[src/rtl/slb_pkg.sv]
/*
 * Constants for the store/load bypass check: address and data widths,
 * operand size codes, the address slices of the two match stages.
 * Assumes one core clock domain and natural operand sizes of 1 to 16 bytes.
 */
// Behaviour
// [RULE1] Narrower store never feeds a wider load.
// [RULE2] Start addresses must match, one exception.
// [RULE3] Wider aligned store feeds narrower load, same start.
// [RULE4] Aligned 128-bit store feeds upper-half small load.
// [RULE5] Misaligned store or load blocks bypass.
// [RULE6] Distinct narrow stores in one doubleword may refuse.
// [RULE7] High narrow store serves; low one does not. The code serves the younger of the two, whatever its address.
// [RULE8] Single narrow store and load may bypass.
// [RULE9] First stage compares bits 4..11 and masks.
// [RULE10] Doubleword mask names doublewords touched in bank.
// [RULE11] Bypass starts after first stage agrees.
// [RULE12] Second stage bits 12..47 confirm genuine bypass.
// [RULE13] Upper mismatch cancels the load for retry.
// [RULE14] Software avoids 4K-multiple string move distances.
// [RULE15] Aligned means address multiple of operand size.
// [RULE16] Entries drain to cache only after retirement.
// [RULE17] Youngest older overlapping store decides the load.
`default_nettype none

package slb_pkg;
    // Address and data geometry.
    localparam int ADDR_W = 48;
    localparam int DATA_W = 128;
    localparam int SIZE_W = 3;
    localparam int LOW_W = 12;
    // Operand size codes hold log2 of the byte count.
    localparam logic [2:0] SZ_BYTE = 3'h0;
    localparam logic [2:0] SZ_WORD = 3'h1;
    localparam logic [2:0] SZ_DWORD = 3'h2;
    localparam logic [2:0] SZ_QWORD = 3'h3;
    localparam logic [2:0] SZ_OWORD = 3'h4;
    // First stage slice, second stage slice, doubleword index slice.
    localparam int BANK_LO = 4;
    localparam int BANK_HI = 11;
    localparam int UP_LO = 12;
    localparam int UP_HI = 47;
    localparam int DW_LO = 2;
    localparam int OFF_HI = 3;
    // Byte distance of the upper quadword of a 128-bit location.
    localparam logic [11:0] HALF_OFF = 12'h008;
    localparam int HALF_BITS = 64;
    // Default store buffer depth.
    localparam int SB_DEPTH = 8;
endpackage : slb_pkg

`default_nettype wire

[src/rtl/slb_check.sv]
/*
 * Store/load bypass decision with a small store buffer.
 * Stores enter in program order and every buffered store is older than
 * any load presented; retirement is signalled oldest first by the pipeline.
 */
`default_nettype none

module slb_check #(
    parameter int DEPTH = slb_pkg::SB_DEPTH
) (
    // Clock and reset.
    input wire logic core_clk,
    input wire logic nrst,
    // Load request from the load pipeline.
    input wire logic ld_valid,
    input wire logic [slb_pkg::ADDR_W-1:0] ld_addr,
    input wire logic [slb_pkg::SIZE_W-1:0] ld_size,
    // Load outcome, two cycles after the request.
    output logic ld_fwd,
    output logic ld_retry,
    output logic ld_wait,
    output logic ld_miss,
    output logic [slb_pkg::DATA_W-1:0] ld_data,
    // Store allocation into the buffer.
    input wire logic st_valid,
    output logic st_ready,
    input wire logic [slb_pkg::ADDR_W-1:0] st_addr,
    input wire logic [slb_pkg::SIZE_W-1:0] st_size,
    input wire logic [slb_pkg::DATA_W-1:0] st_data,
    // Retirement of the oldest uncommitted store.
    input wire logic st_retire,
    // Write port towards the level one data array.
    output logic l1_array_wr_valid,
    input wire logic l1_array_wr_ready,
    output logic [slb_pkg::ADDR_W-1:0] l1_array_wr_addr,
    output logic [slb_pkg::SIZE_W-1:0] l1_array_wr_size,
    output logic [slb_pkg::DATA_W-1:0] l1_array_wr_data
);
    localparam int PW = $clog2(DEPTH);
    localparam int CW = PW + 1;
    localparam logic [CW-1:0] FULL = CW'(DEPTH);

    ////////////////////////////////////////////////////////////////////////
    // Helpers on the low twelve address bits.

    // Byte count of a size code.
    function automatic logic [4:0] f_len(input logic [2:0] sz);
        f_len = 5'h01 << sz;
    endfunction

    // Natural alignment; codes above 128 bits are never aligned.
    function automatic logic f_aligned(input logic [3:0] a, input logic [2:0] sz);
        logic [4:0] m;
        m = f_len(sz) - 5'h01;
        f_aligned = (sz <= slb_pkg::SZ_OWORD) && ((a & m[3:0]) == 4'h0); // RULE15
    endfunction

    // Doublewords of the 16-byte bank that an access touches.
    function automatic logic [3:0] f_dmask(input logic [3:0] a, input logic [2:0] sz);
        logic [31:0] bytes;
        bytes = ((32'h1 << f_len(sz)) - 32'h1) << a;
        for (int d = 0; d < 4; d++) begin
            f_dmask[d] = |bytes[4*d +: 4]; // RULE10
        end
    endfunction

    // Byte ranges intersect within the page offset.
    function automatic logic f_ovl(input logic [11:0] a, input logic [2:0] sa,
                                   input logic [11:0] b, input logic [2:0] sb);
        logic [12:0] ae;
        logic [12:0] be;
        ae = {1'b0, a} + {8'h00, f_len(sa)} - 13'h0001;
        be = {1'b0, b} + {8'h00, f_len(sb)} - 13'h0001;
        f_ovl = ({1'b0, a} <= be) && ({1'b0, b} <= ae);
    endfunction

    ////////////////////////////////////////////////////////////////////////
    // Store buffer storage and pointers.

    logic [slb_pkg::ADDR_W-1:0] sb_addr [DEPTH];
    logic [slb_pkg::SIZE_W-1:0] sb_size [DEPTH];
    logic [slb_pkg::DATA_W-1:0] sb_data [DEPTH];
    logic [PW-1:0] head_q;
    logic [PW-1:0] tail_q;
    logic [CW-1:0] cnt_q;
    logic [CW-1:0] ret_q;
    logic push;
    logic pop;
    logic ret_inc;

    assign st_ready = (cnt_q != FULL);
    assign push = st_valid && st_ready;
    // Only retired entries may leave for the data array.
    assign l1_array_wr_valid = (ret_q != '0); // RULE16
    assign pop = l1_array_wr_valid && l1_array_wr_ready;
    assign ret_inc = st_retire && (ret_q != cnt_q);
    assign l1_array_wr_addr = sb_addr[head_q];
    assign l1_array_wr_size = sb_size[head_q];
    assign l1_array_wr_data = sb_data[head_q];

    // Payload needs no reset; valid entries are bounded by the count.
    always_ff @(posedge core_clk) begin
        if (push) begin
            sb_addr[tail_q] <= st_addr;
            sb_size[tail_q] <= st_size;
            sb_data[tail_q] <= st_data;
        end
    end

    // Ring pointers and occupancy.
    always_ff @(posedge core_clk or negedge nrst) begin
        if (!nrst) begin
            head_q <= '0;
            tail_q <= '0;
            cnt_q <= '0;
        end else begin
            if (push) begin
                tail_q <= tail_q + PW'(1);
            end
            if (pop) begin
                head_q <= head_q + PW'(1);
            end
            cnt_q <= cnt_q + CW'(push) - CW'(pop);
        end
    end

    // Count of retired entries still waiting to drain.
    always_ff @(posedge core_clk or negedge nrst) begin
        if (!nrst) begin
            ret_q <= '0;
        end else begin
            ret_q <= ret_q + CW'(ret_inc) - CW'(pop); // RULE16
        end
    end

    ////////////////////////////////////////////////////////////////////////
    // First stage: pick the youngest overlapping store on low bits.

    logic sel_hit;
    logic [PW:0] sel_k;
    logic [PW-1:0] sel_idx;
    logic sel_conf;
    logic [11:0] s_lo;
    logic [11:0] l_lo;
    logic [2:0] s_sz;
    logic al_ok;
    logic bank_ok;
    logic same_ok;
    logic half_ok;
    logic wide_ok;
    logic fwd_ok;

    // Walk entries oldest to youngest so the last hit is the youngest.
    always_comb begin
        logic [PW-1:0] idx;
        idx = '0;
        sel_hit = 1'b0;
        sel_k = '0;
        sel_idx = '0;
        sel_conf = 1'b0;
        for (int k = 0; k < DEPTH; k++) begin
            idx = head_q + PW'(k);
            if ((CW'(k) < cnt_q) && f_ovl(sb_addr[idx][11:0], sb_size[idx], ld_addr[11:0], ld_size)) begin
                sel_hit = 1'b1; // RULE17
                sel_k = (PW+1)'(k);
                sel_idx = idx;
            end
        end
        // A younger narrow store on other bytes of the same doubleword.
        for (int k = 0; k < DEPTH; k++) begin
            idx = head_q + PW'(k);
            if (sel_hit && ((PW+1)'(k) > sel_k) && (CW'(k) < cnt_q)
                && (sb_size[idx] <= slb_pkg::SZ_WORD) && (sb_size[sel_idx] <= slb_pkg::SZ_WORD)
                && (sb_addr[idx][11:slb_pkg::DW_LO] == sb_addr[sel_idx][11:slb_pkg::DW_LO])) begin
                sel_conf = 1'b1; // RULE6
            end
        end
    end

    assign s_lo = sb_addr[sel_idx][slb_pkg::LOW_W-1:0];
    assign s_sz = sb_size[sel_idx];
    assign l_lo = ld_addr[slb_pkg::LOW_W-1:0];
    assign al_ok = f_aligned(s_lo[3:0], s_sz) && f_aligned(l_lo[3:0], ld_size); // RULE5
    // Bank slice equal and load doublewords inside the store's.
    assign bank_ok = (s_lo[slb_pkg::BANK_HI:slb_pkg::BANK_LO] == l_lo[slb_pkg::BANK_HI:slb_pkg::BANK_LO]) // RULE9
        && ((f_dmask(l_lo[3:0], ld_size) & ~f_dmask(s_lo[3:0], s_sz)) == 4'h0);
    assign same_ok = (s_lo == l_lo); // RULE2
    assign wide_ok = (s_sz >= ld_size); // RULE1
    assign half_ok = (s_sz == slb_pkg::SZ_OWORD) && (ld_size <= slb_pkg::SZ_QWORD) // RULE4
        && (l_lo == s_lo + slb_pkg::HALF_OFF);
    // A lone narrow store, or the younger of two, may still serve.
    assign fwd_ok = sel_hit && al_ok && bank_ok && !sel_conf // RULE7 RULE8
        && ((same_ok && wide_ok) || half_ok); // RULE3

    ////////////////////////////////////////////////////////////////////////
    // Stage registers between the two match stages.

    logic s1_v_q;
    logic s1_fwd_q;
    logic s1_ovl_q;
    logic [slb_pkg::UP_HI-slb_pkg::UP_LO:0] s1_lup_q;
    logic [slb_pkg::UP_HI-slb_pkg::UP_LO:0] s1_sup_q;
    logic [slb_pkg::DATA_W-1:0] s1_data_q;
    logic up_eq;

    // The bypass is launched here before the page bits are known.
    always_ff @(posedge core_clk or negedge nrst) begin
        if (!nrst) begin
            s1_v_q <= 1'b0;
            s1_fwd_q <= 1'b0;
            s1_ovl_q <= 1'b0;
            s1_lup_q <= '0;
            s1_sup_q <= '0;
            s1_data_q <= '0;
        end else begin
            s1_v_q <= ld_valid;
            s1_fwd_q <= ld_valid && fwd_ok; // RULE11
            s1_ovl_q <= ld_valid && sel_hit;
            s1_lup_q <= ld_addr[slb_pkg::UP_HI:slb_pkg::UP_LO];
            s1_sup_q <= sb_addr[sel_idx][slb_pkg::UP_HI:slb_pkg::UP_LO];
            s1_data_q <= half_ok ? (sb_data[sel_idx] >> slb_pkg::HALF_BITS) : sb_data[sel_idx];
        end
    end

    ////////////////////////////////////////////////////////////////////////
    // Second stage: page bits decide genuine or false bypass.

    assign up_eq = (s1_lup_q == s1_sup_q); // RULE12

    // Aliased hits on the low bits are retried rather than trusted.
    always_ff @(posedge core_clk or negedge nrst) begin
        if (!nrst) begin
            ld_fwd <= 1'b0;
            ld_retry <= 1'b0;
            ld_wait <= 1'b0;
            ld_miss <= 1'b0;
            ld_data <= '0;
        end else begin
            ld_fwd <= s1_v_q && s1_fwd_q && up_eq; // RULE12
            ld_retry <= s1_v_q && s1_ovl_q && !up_eq; // RULE13
            ld_wait <= s1_v_q && s1_ovl_q && up_eq && !s1_fwd_q; // RULE16
            ld_miss <= s1_v_q && !s1_ovl_q;
            ld_data <= (s1_fwd_q && up_eq) ? s1_data_q : '0;
        end
    end

    ////////////////////////////////////////////////////////////////////////
    // Checks.

    property p_narrow;
        @(posedge core_clk) disable iff (!nrst)
        ld_valid && sel_hit && !half_ok && (s_sz < ld_size) |-> ##2 !ld_fwd;
    endproperty
    a_narrow: assert property (p_narrow) else $error("narrow store fed wider load"); // RULE1

    property p_start;
        @(posedge core_clk) disable iff (!nrst)
        ld_valid && !same_ok && !half_ok |-> ##2 !ld_fwd;
    endproperty
    a_start: assert property (p_start) else $error("bypass with unequal start"); // RULE2

    property p_misal;
        @(posedge core_clk) disable iff (!nrst)
        ld_valid && !f_aligned(ld_addr[3:0], ld_size) |-> ##2 !ld_fwd;
    endproperty
    a_misal: assert property (p_misal) else $error("misaligned load bypassed"); // RULE5

    property p_conf;
        @(posedge core_clk) disable iff (!nrst)
        ld_valid && sel_conf |-> ##1 !s1_fwd_q ##1 !ld_fwd;
    endproperty
    a_conf: assert property (p_conf) else $error("bypass from shadowed narrow store"); // RULE6

    property p_launch;
        @(posedge core_clk) disable iff (!nrst)
        ld_valid && fwd_ok |=> s1_fwd_q;
    endproperty
    a_launch: assert property (p_launch) else $error("bypass not launched"); // RULE11

    property p_true;
        @(posedge core_clk) disable iff (!nrst)
        s1_v_q && s1_fwd_q && (s1_lup_q == s1_sup_q) |=> ld_fwd && !ld_retry;
    endproperty
    a_true: assert property (p_true) else $error("genuine bypass lost"); // RULE12

    property p_false;
        @(posedge core_clk) disable iff (!nrst)
        ld_valid && sel_hit ##1 (s1_lup_q != s1_sup_q) |=> ld_retry && !ld_fwd;
    endproperty
    a_false: assert property (p_false) else $error("false bypass not retried"); // RULE13

    property p_drain;
        @(posedge core_clk) disable iff (!nrst)
        l1_array_wr_valid |-> (ret_q != '0) && (ret_q <= cnt_q);
    endproperty
    a_drain: assert property (p_drain) else $error("unretired store drained"); // RULE16

    property p_one;
        @(posedge core_clk) disable iff (!nrst)
        ld_valid |-> ##2 $onehot({ld_fwd, ld_retry, ld_wait, ld_miss});
    endproperty
    a_one: assert property (p_one) else $error("load outcome not unique"); // RULE17

    c_fwd: cover property (@(posedge core_clk) disable iff (!nrst) ld_fwd);
    c_retry: cover property (@(posedge core_clk) disable iff (!nrst) ld_retry);
    c_half: cover property (@(posedge core_clk) disable iff (!nrst) ld_valid && half_ok && fwd_ok ##2 ld_fwd);
    c_full: cover property (@(posedge core_clk) disable iff (!nrst) !st_ready);

endmodule // slb_check

`default_nettype wire

[config.mk]
export PLATFORM = sky130hd
export DESIGN_NAME = slb_check
export DESIGN_NICKNAME = d
export VERILOG_FILES = /design/src/rtl/slb_pkg.sv /design/src/rtl/slb_check.sv
export SDC_FILE = /design/constraint.sdc
export NUM_CORES = 2
export LEC_CHECK = 0
export BUFFER_PORTS_ARGS = -buffer_cell sky130_fd_sc_hd__buf_4
export CORE_UTILIZATION = 30
export CTS_CLUSTER_DIAMETER = 100
export DETAILED_ROUTE_END_ITERATION = 8
export SYNTH_ARGS = -nofsm -noshare
export SYNTH_HDL_FRONTEND = slang
export SYNTH_SLANG_ARGS = --single-unit
[constraint.sdc]
create_clock -name core_clk -period 22.1 [get_ports core_clk]
set_input_delay 1.105 -clock core_clk [delete_from_list [all_inputs] [get_ports core_clk]]
set_output_delay 1.105 -clock core_clk [all_outputs]
set_load 0.02 [all_outputs]
## Word level (Yosys, flattened, before mapping)

Memory sizes are Yosys's and may differ from the RTL's.
Index checks and enable logic that the tools add are counted.

- Add/subtract/negate cells: 35
- Magnitude comparators: 45
- Eq/ne operators: 15
- Shift-type cells: 14
- Muxes and demuxes: 35
- Bitwise logic cells: 4
- Reduce and logical (&&, ||, !) cells: 97

Operators by type and width:

| cell | count |
|---|---|
| 2-to-1 mux 128 bit | 2 |
| less-or-equal comparator 12 x 13 -> 1 bit | 16 |
| adder 12 x 5 -> 13 bit | 9 |
| subtractor 13 x 1 -> 13 bit (second input constant) | 9 |
| == test 10 bit | 8 |
| logical AND 1 bit | 80 |
| left shift 1 x 5 -> 32 bit (first input constant) | 2 |
| left shift 32 x 4 -> 16 bit | 2 |
| subtractor 32 x 1 -> 32 bit (second input constant) | 2 |
| left shift 1 x 3 -> 5 bit (first input constant) | 10 |
| == test 36 bit | 1 |
| OR reduction 4 bit | 8 |
| less-or-equal comparator 3 x 1 -> 1 bit (second input constant) | 9 |
| == test 12 bit | 2 |
| 2-to-1 mux 3 bit | 8 |
| 2-to-1 mux 4 bit | 6 |
| 2-to-1 mux 1 bit | 19 |
| > comparator 3 x 4 -> 1 bit (first input constant) | 4 |
| less-than comparator 3 x 4 -> 1 bit (first input constant) | 4 |
| adder 12 x 4 -> 12 bit (second input constant) | 1 |
| adder 3 bit (second input constant) | 4 |
| AND 4 bit | 3 |
| logical NOT 4 bit | 3 |
| adder 4 x 1 -> 4 bit | 2 |
| 19 further kinds | 31 |

- Register bits: 349
- RAM bits: 1,432
- Output and inout bits: 313
- Word-level logic and storage cells: 263
- Memories kept: 3

Memories:

| memory | words | bits a word | read ports | clocked after Yosys merged registers in | wr ports | line | source |
|---|---|---|---|---|---|---|---|
| sb_data | 8 | 128 | 2 | 0 | 1 | slb_check.sv:82 | `logic [slb_pkg::DATA_W-1:0] sb_data [DEPTH];` |
| sb_addr | 8 | 48 | 9 | 0 | 1 | slb_check.sv:80 | `logic [slb_pkg::ADDR_W-1:0] sb_addr [DEPTH];` |
| sb_size | 8 | 3 | 9 | 0 | 1 | slb_check.sv:81 | `logic [slb_pkg::SIZE_W-1:0] sb_size [DEPTH];` |

## Depth between registers and ports, before layout

An unclocked memory read counts as a cell.

- Depth in word-level cells: 33
- Mapped depth: 59
- Depth with buffers taken out: 50

## Least setup slack after synthesis

Ideal clock, no wire load.

- Path kind: input to register
- From: input port st_valid
- To: memory sb_addr[0][0] (netlist name) (enable)
- Arrival: 13,577 ps
- Required time: 21,163 ps
- Setup slack: 7,586 ps
- Stages: 3
- Buffers on the path: 0
- Cells stage by stage: nand2_1 -> or2_2 -> nor3_1

- Word-level cells in the longest chain between the ends: 3

RTL lines:

| element | line | source |
|---|---|---|
| start: declaration | slb_check.sv:25 | `input wire logic st_valid,` |
| logical AND 1 bit | slb_check.sv:92 | `assign push = st_valid && st_ready;` |
| 2-to-1 mux 1 bit | slb_check.sv:103 | `if (push) begin` |
| 2-to-1 mux 1 bit (not written as such) | slb_check.sv:104 | `sb_addr[tail_q] <= st_addr;` |
| end: declaration | slb_check.sv:80 |  |

Every way passes these cells.

## Final worst setup path

- From: register head_q[1]
- To: register s1_data_q[124] (netlist name)

- Word-level cells in the longest chain between the ends: 20

RTL lines:

| element | line | source |
|---|---|---|
| start: declaration | slb_check.sv:83 | `logic [PW-1:0] head_q;` |
| start signal: assignment | slb_check.sv:121 | `head_q <= head_q + PW'(1);` |
| adder 3 x 1 -> 3 bit / memory (8 x 3 bit) (equally long branches) | -- |  |
| memory (8 x 3 bit) / left shift 1 x 3 -> 5 bit (equally long branches) | -- |  |
| left shift 1 x 3 -> 5 bit / adder 12 x 5 -> 13 bit (equally long branches) | slb_check.sv:48, slb_check.sv:72 |  |
| adder 12 x 5 -> 13 bit / subtractor 13 x 1 -> 13 bit (equally long branches) | slb_check.sv:72 | `ae = {1'b0, a} + {8'h00, f_len(sa)} - 13'h0001;` |
| subtractor 13 x 1 -> 13 bit / less-or-equal comparator 12 x 13 -> 1 bit (equally long branches) | slb_check.sv:72, slb_check.sv:74 |  |
| less-or-equal comparator 12 x 13 -> 1 bit / logical AND 1 bit (equally long branches) | slb_check.sv:74 | `f_ovl = ({1'b0, a} <= be) && ({1'b0, b} <= ae);` |
| logical AND 1 bit (on tied branches) | slb_check.sv:74, slb_check.sv:163 |  |
| logical AND 1 bit / 2-to-1 mux 3 bit (equally long branches) | slb_check.sv:163 | `if ((CW'(k) < cnt_q) && f_ovl(sb_addr[idx][11:0], sb_size[idx], ld_addr[11:0], ld_size)) begin` |
| 2-to-1 mux 3 bit (6 in a row) | slb_check.sv:163 |  |
| 2-to-1 mux 3 bit (*) | slb_check.sv:163 |  |
| memory (8 x 48 bit) / memory (8 x 3 bit) (equally long branches) | -- |  |
| adder 12 x 4 -> 12 bit / == test 3 bit (equally long branches) | slb_check.sv:190, slb_check.sv:189 |  |
| == test 12 bit / logical AND 1 bit (equally long branches) | slb_check.sv:190, slb_check.sv:189 |  |
| logical AND 1 bit | slb_check.sv:190 | `&& (l_lo == s_lo + slb_pkg::HALF_OFF);` |
| 2-to-1 mux 128 bit (*) | slb_check.sv:221 | `s1_data_q <= half_ok ? (sb_data[sel_idx] >> slb_pkg::HALF_BITS) : sb_data[sel_idx];` |
| end signal: assignment | slb_check.sv:221 |  |
| end: declaration | slb_check.sv:203 | `logic [slb_pkg::DATA_W-1:0] s1_data_q;` |

Mark *: on every way between the ends. The rest lies on a longest branch, timed or not.
A chain may end at the register's enable or synchronous reset.

==> results.yml <==
floorplan:
  die-width_microns: 560
  io_pins: 549
  die_area_sq_um: 314000
  std_cell_rows: 204
  die_h_microns: 560
  initial_core_util: 0.302
  coreArea_sq_um: 309000
routing:
  ant_nets: 0
  drc_errors: 0
  vias_per_cell: 5.51
  vias: 68900
  wl_per_cell_microns: 27.3
  drt_iter0_markers: 7337
  firstDrtPassIters: 6
  drt_wl_total_microns: 341000
clocking:
  postCtsSetupBuffers: 0
  cts_max_level: 4
  clk_pin_slew_ns: 0.06
  insertion_delay_ns: 0.90
  cts_resized: 0
  cts_buffer_depth: 4
  cts_buffers: 196
  cts_tree: "done"
  cts_root_buffer: "clkbuf_16"
  numClockSinks: 1781
  postCtsHoldBufs: 0
setup_path:
  cp-end-kind: "flop"
  path_class: "reg -> reg"
  slowest_stage: "buf_4"
  worstPathArrival_ns: 15.21
  setup.worst_path.start_class: "flop"
  worstPathRequired_ns: 22.77
  path_max_fanout: 85
  critPathMaxStageDelay_ns: 0.90
global_routing:
  met2_usage: 0.332
  grtUsageMet1: 0.277
  grt_use_met3: 0.0536
  grt_pass1_vias: 67700
  grt_most_used_layer: "met2"
  grt_pass1_wl_microns: 484000
  antenna_found_initial: 55
  grt_max_degree: 223
  grt_overflow: 0
  grtUsageTotal: 0.210
layout:
  areaGrowthSynthToFinish_pct: 16.4
  finish.net_count: 8807
  drive_gt1_frac: 0.182
  finalCoreUtilization: 0.352
logic_synthesis:
  synth_edf_count: 1432
  syn_area_sq_um: 93500
  ys.flop_type: "edfxtp_1"
  ys_warn_count: 0
  synth_area_leader_cell: "edfxtp_1"
  yosys.cell_types.count: 91
  syn_area_per_cell_sq_um: 12.0
  synth_top_area_share: 0.460
  synth_area_leaders: "edfxtp_1 (46%), mux4_2 (11%), dfrtp_1 (9.3%)"
  async_reset_ff_frac: 0.196
  synth_nets: 8403
  syn_inst: 7791
  ys_ff_latch: 1781
  seq_area_frac_synth: 0.553
sta:
  max_clock_freq_mhz: 68.8
  setup_ws_ns: 7.56
  worstMarginPinSlew_ns: 1.30
  finalHoldViolCount: 0
  rsz0062_at_grt: "no"
  setup_viol: 0
  post-route-min-period_ns: 14.54
  worst_clock_skew_ns: 0.113
  setup_tns_ns: 0
  drv_slew: 0
  relSlewSlack: 0.134
  finalCritPeriodShare: 0.658
run:
  maxCapViolCount: 0
place:
  gp_congestion: 0.974
  io_buffer_count: 548
  place_hpwl_microns: 222000
  pre_cts_slack_ns: 7.50
run_status:
  status: "finished, final reports clean"
worst_hold_path:
  hp-class: "in -> async"
[kinds of logic after synthesis]
| family | Yosys count | synth area share |
|---|---|---|
| AOI/OAI and AO/OA | 809 | 0.0591 |
| adders and majority gates | 376 | 0.0512 |
| DFF | 1781 | 0.553 |
| and+or+nand+nor | 3163 | 0.148 |
| xor gates and xnor gates | 219 | 0.0209 |
| muxes | 678 | 0.136 |
| buffers and inverters | 765 | 0.0318 |
[area by class of cell]
class                           instances  area, sq um
Tap cell                             4120         5150
Multi-Input combinational cell       5245        39100
Inverter                              288         1090
Sequential cell                      1781        51700
Antenna cell                           18         45.0
Clock buffer                          259         5420
Timing Repair Buffer                  683         5260
Clock inverter                        104         1060
Fill cell                           30000       201000
[per-stage QoR]
stage / std cells / area, sq um / hold WS (ns)
after detailed placement: 12100 / 102000 / 0.468
after floorplan: 7791 / 93500 / 0.403
after global placement: 12100 / 102000 / 0.462
final: 12500 / 109000 / 0.103
after CTS: 12500 / 109000 / 0.0532
after global routing: 12500 / 109000 / 0.0923
[layer usage]
layer,wire length (microns),vias up
met3,33000,614
met1,139000,35200
met4,12900,52
li1,-,29700
met2,156000,3390
met5,320,-
[worst max-delay path: cells and delay by family (launching register included)]
kind	cells	cell delay, ns
adders and majority gates	6	2.24
AOI/OAI and AO/OA	14	3.30
buffers and inverters	8	3.71
and+or+nand+nor	8	2.15
muxes	4	1.61
xor gates and xnor gates	2	0.48
DFF	1	0.66
[worst paths after layout]
check,endpoint,slack (ns),start,depth (start not counted)
worst max-delay path,s1_data_q[124],7.56,head_q[1],42
worst min-delay path,s1_data_q[49],0.10,nrst,1
worst max register to register,s1_data_q[124],7.56,head_q[1],42
worst min register to register,ld_data[15],0.48,s1_data_q[15],1
max in group asynchronous,ld_data[14],19.97,nrst,3
min in group core_clk,s1_lup_q[2],0.38,ld_addr[14],1
[state kept, by name, indices dropped and copies added (netlist names), 3 cells and up]
register,count
head_q,3
s1_sup_q,36
sb_addr,384
ld_data,128
tail_q,3
sb_size,24
cnt_q,4
ret_q,4
s1_lup_q,36
sb_data,1024
s1_data_q,128
[layout by cell type, fill, tap and decap left out, types with 166 or more instances in the layout]
cell       Yosys  routed
nand2_1     1982    1981
edfxtp_1    1432    1432
mux4_2       470     470
and3_1       274     274
nand3_1      495     495
inv_1        283     283
mux2i_1      187     187
dfrtp_1      349     345
ha_1         365     364
buf_4          2     672
clkbuf_16      0     202
nor2_1       172     166
[synth_stat cells, drive strengths merged (5+ instances only)]
| master | number |
|---|---|
| mux4 | 470 |
| nand3 | 495 |
| or3 | 23 |
| edfxtp | 1432 |
| a311oi | 130 |
| xor2 | 75 |
| ha | 365 |
| and3 | 274 |
| clkbuf | 369 |
| o2111ai | 6 |
| a31oi | 136 |
| a211oi | 27 |
| buf | 108 |
| dfrtp | 349 |
| nand4 | 52 |
| mux2 | 15 |
| a221oi | 7 |
| o211ai | 17 |
| and2 | 13 |
| fa | 11 |
| o22ai | 5 |
| a31o | 5 |
| nor3 | 42 |
| nand2b | 29 |
| xnor2 | 142 |
| a2111oi | 8 |
| o31ai | 17 |
| nand2 | 1983 |
| nor2b | 24 |
| a22oi | 5 |
| o21bai | 34 |
| or4 | 6 |
| a21oi | 132 |
| inv | 286 |
| nor4 | 27 |
| nor3b | 6 |
| a211o | 7 |
| o21ai | 132 |
| mux2i | 193 |
| o21a | 36 |
| a21o | 58 |
| and4 | 6 |
| nor2 | 172 |
Power is left out: the tool's default activity adds up to more than one toggle a clock period on the data nets, which glitch-free logic cannot reach.
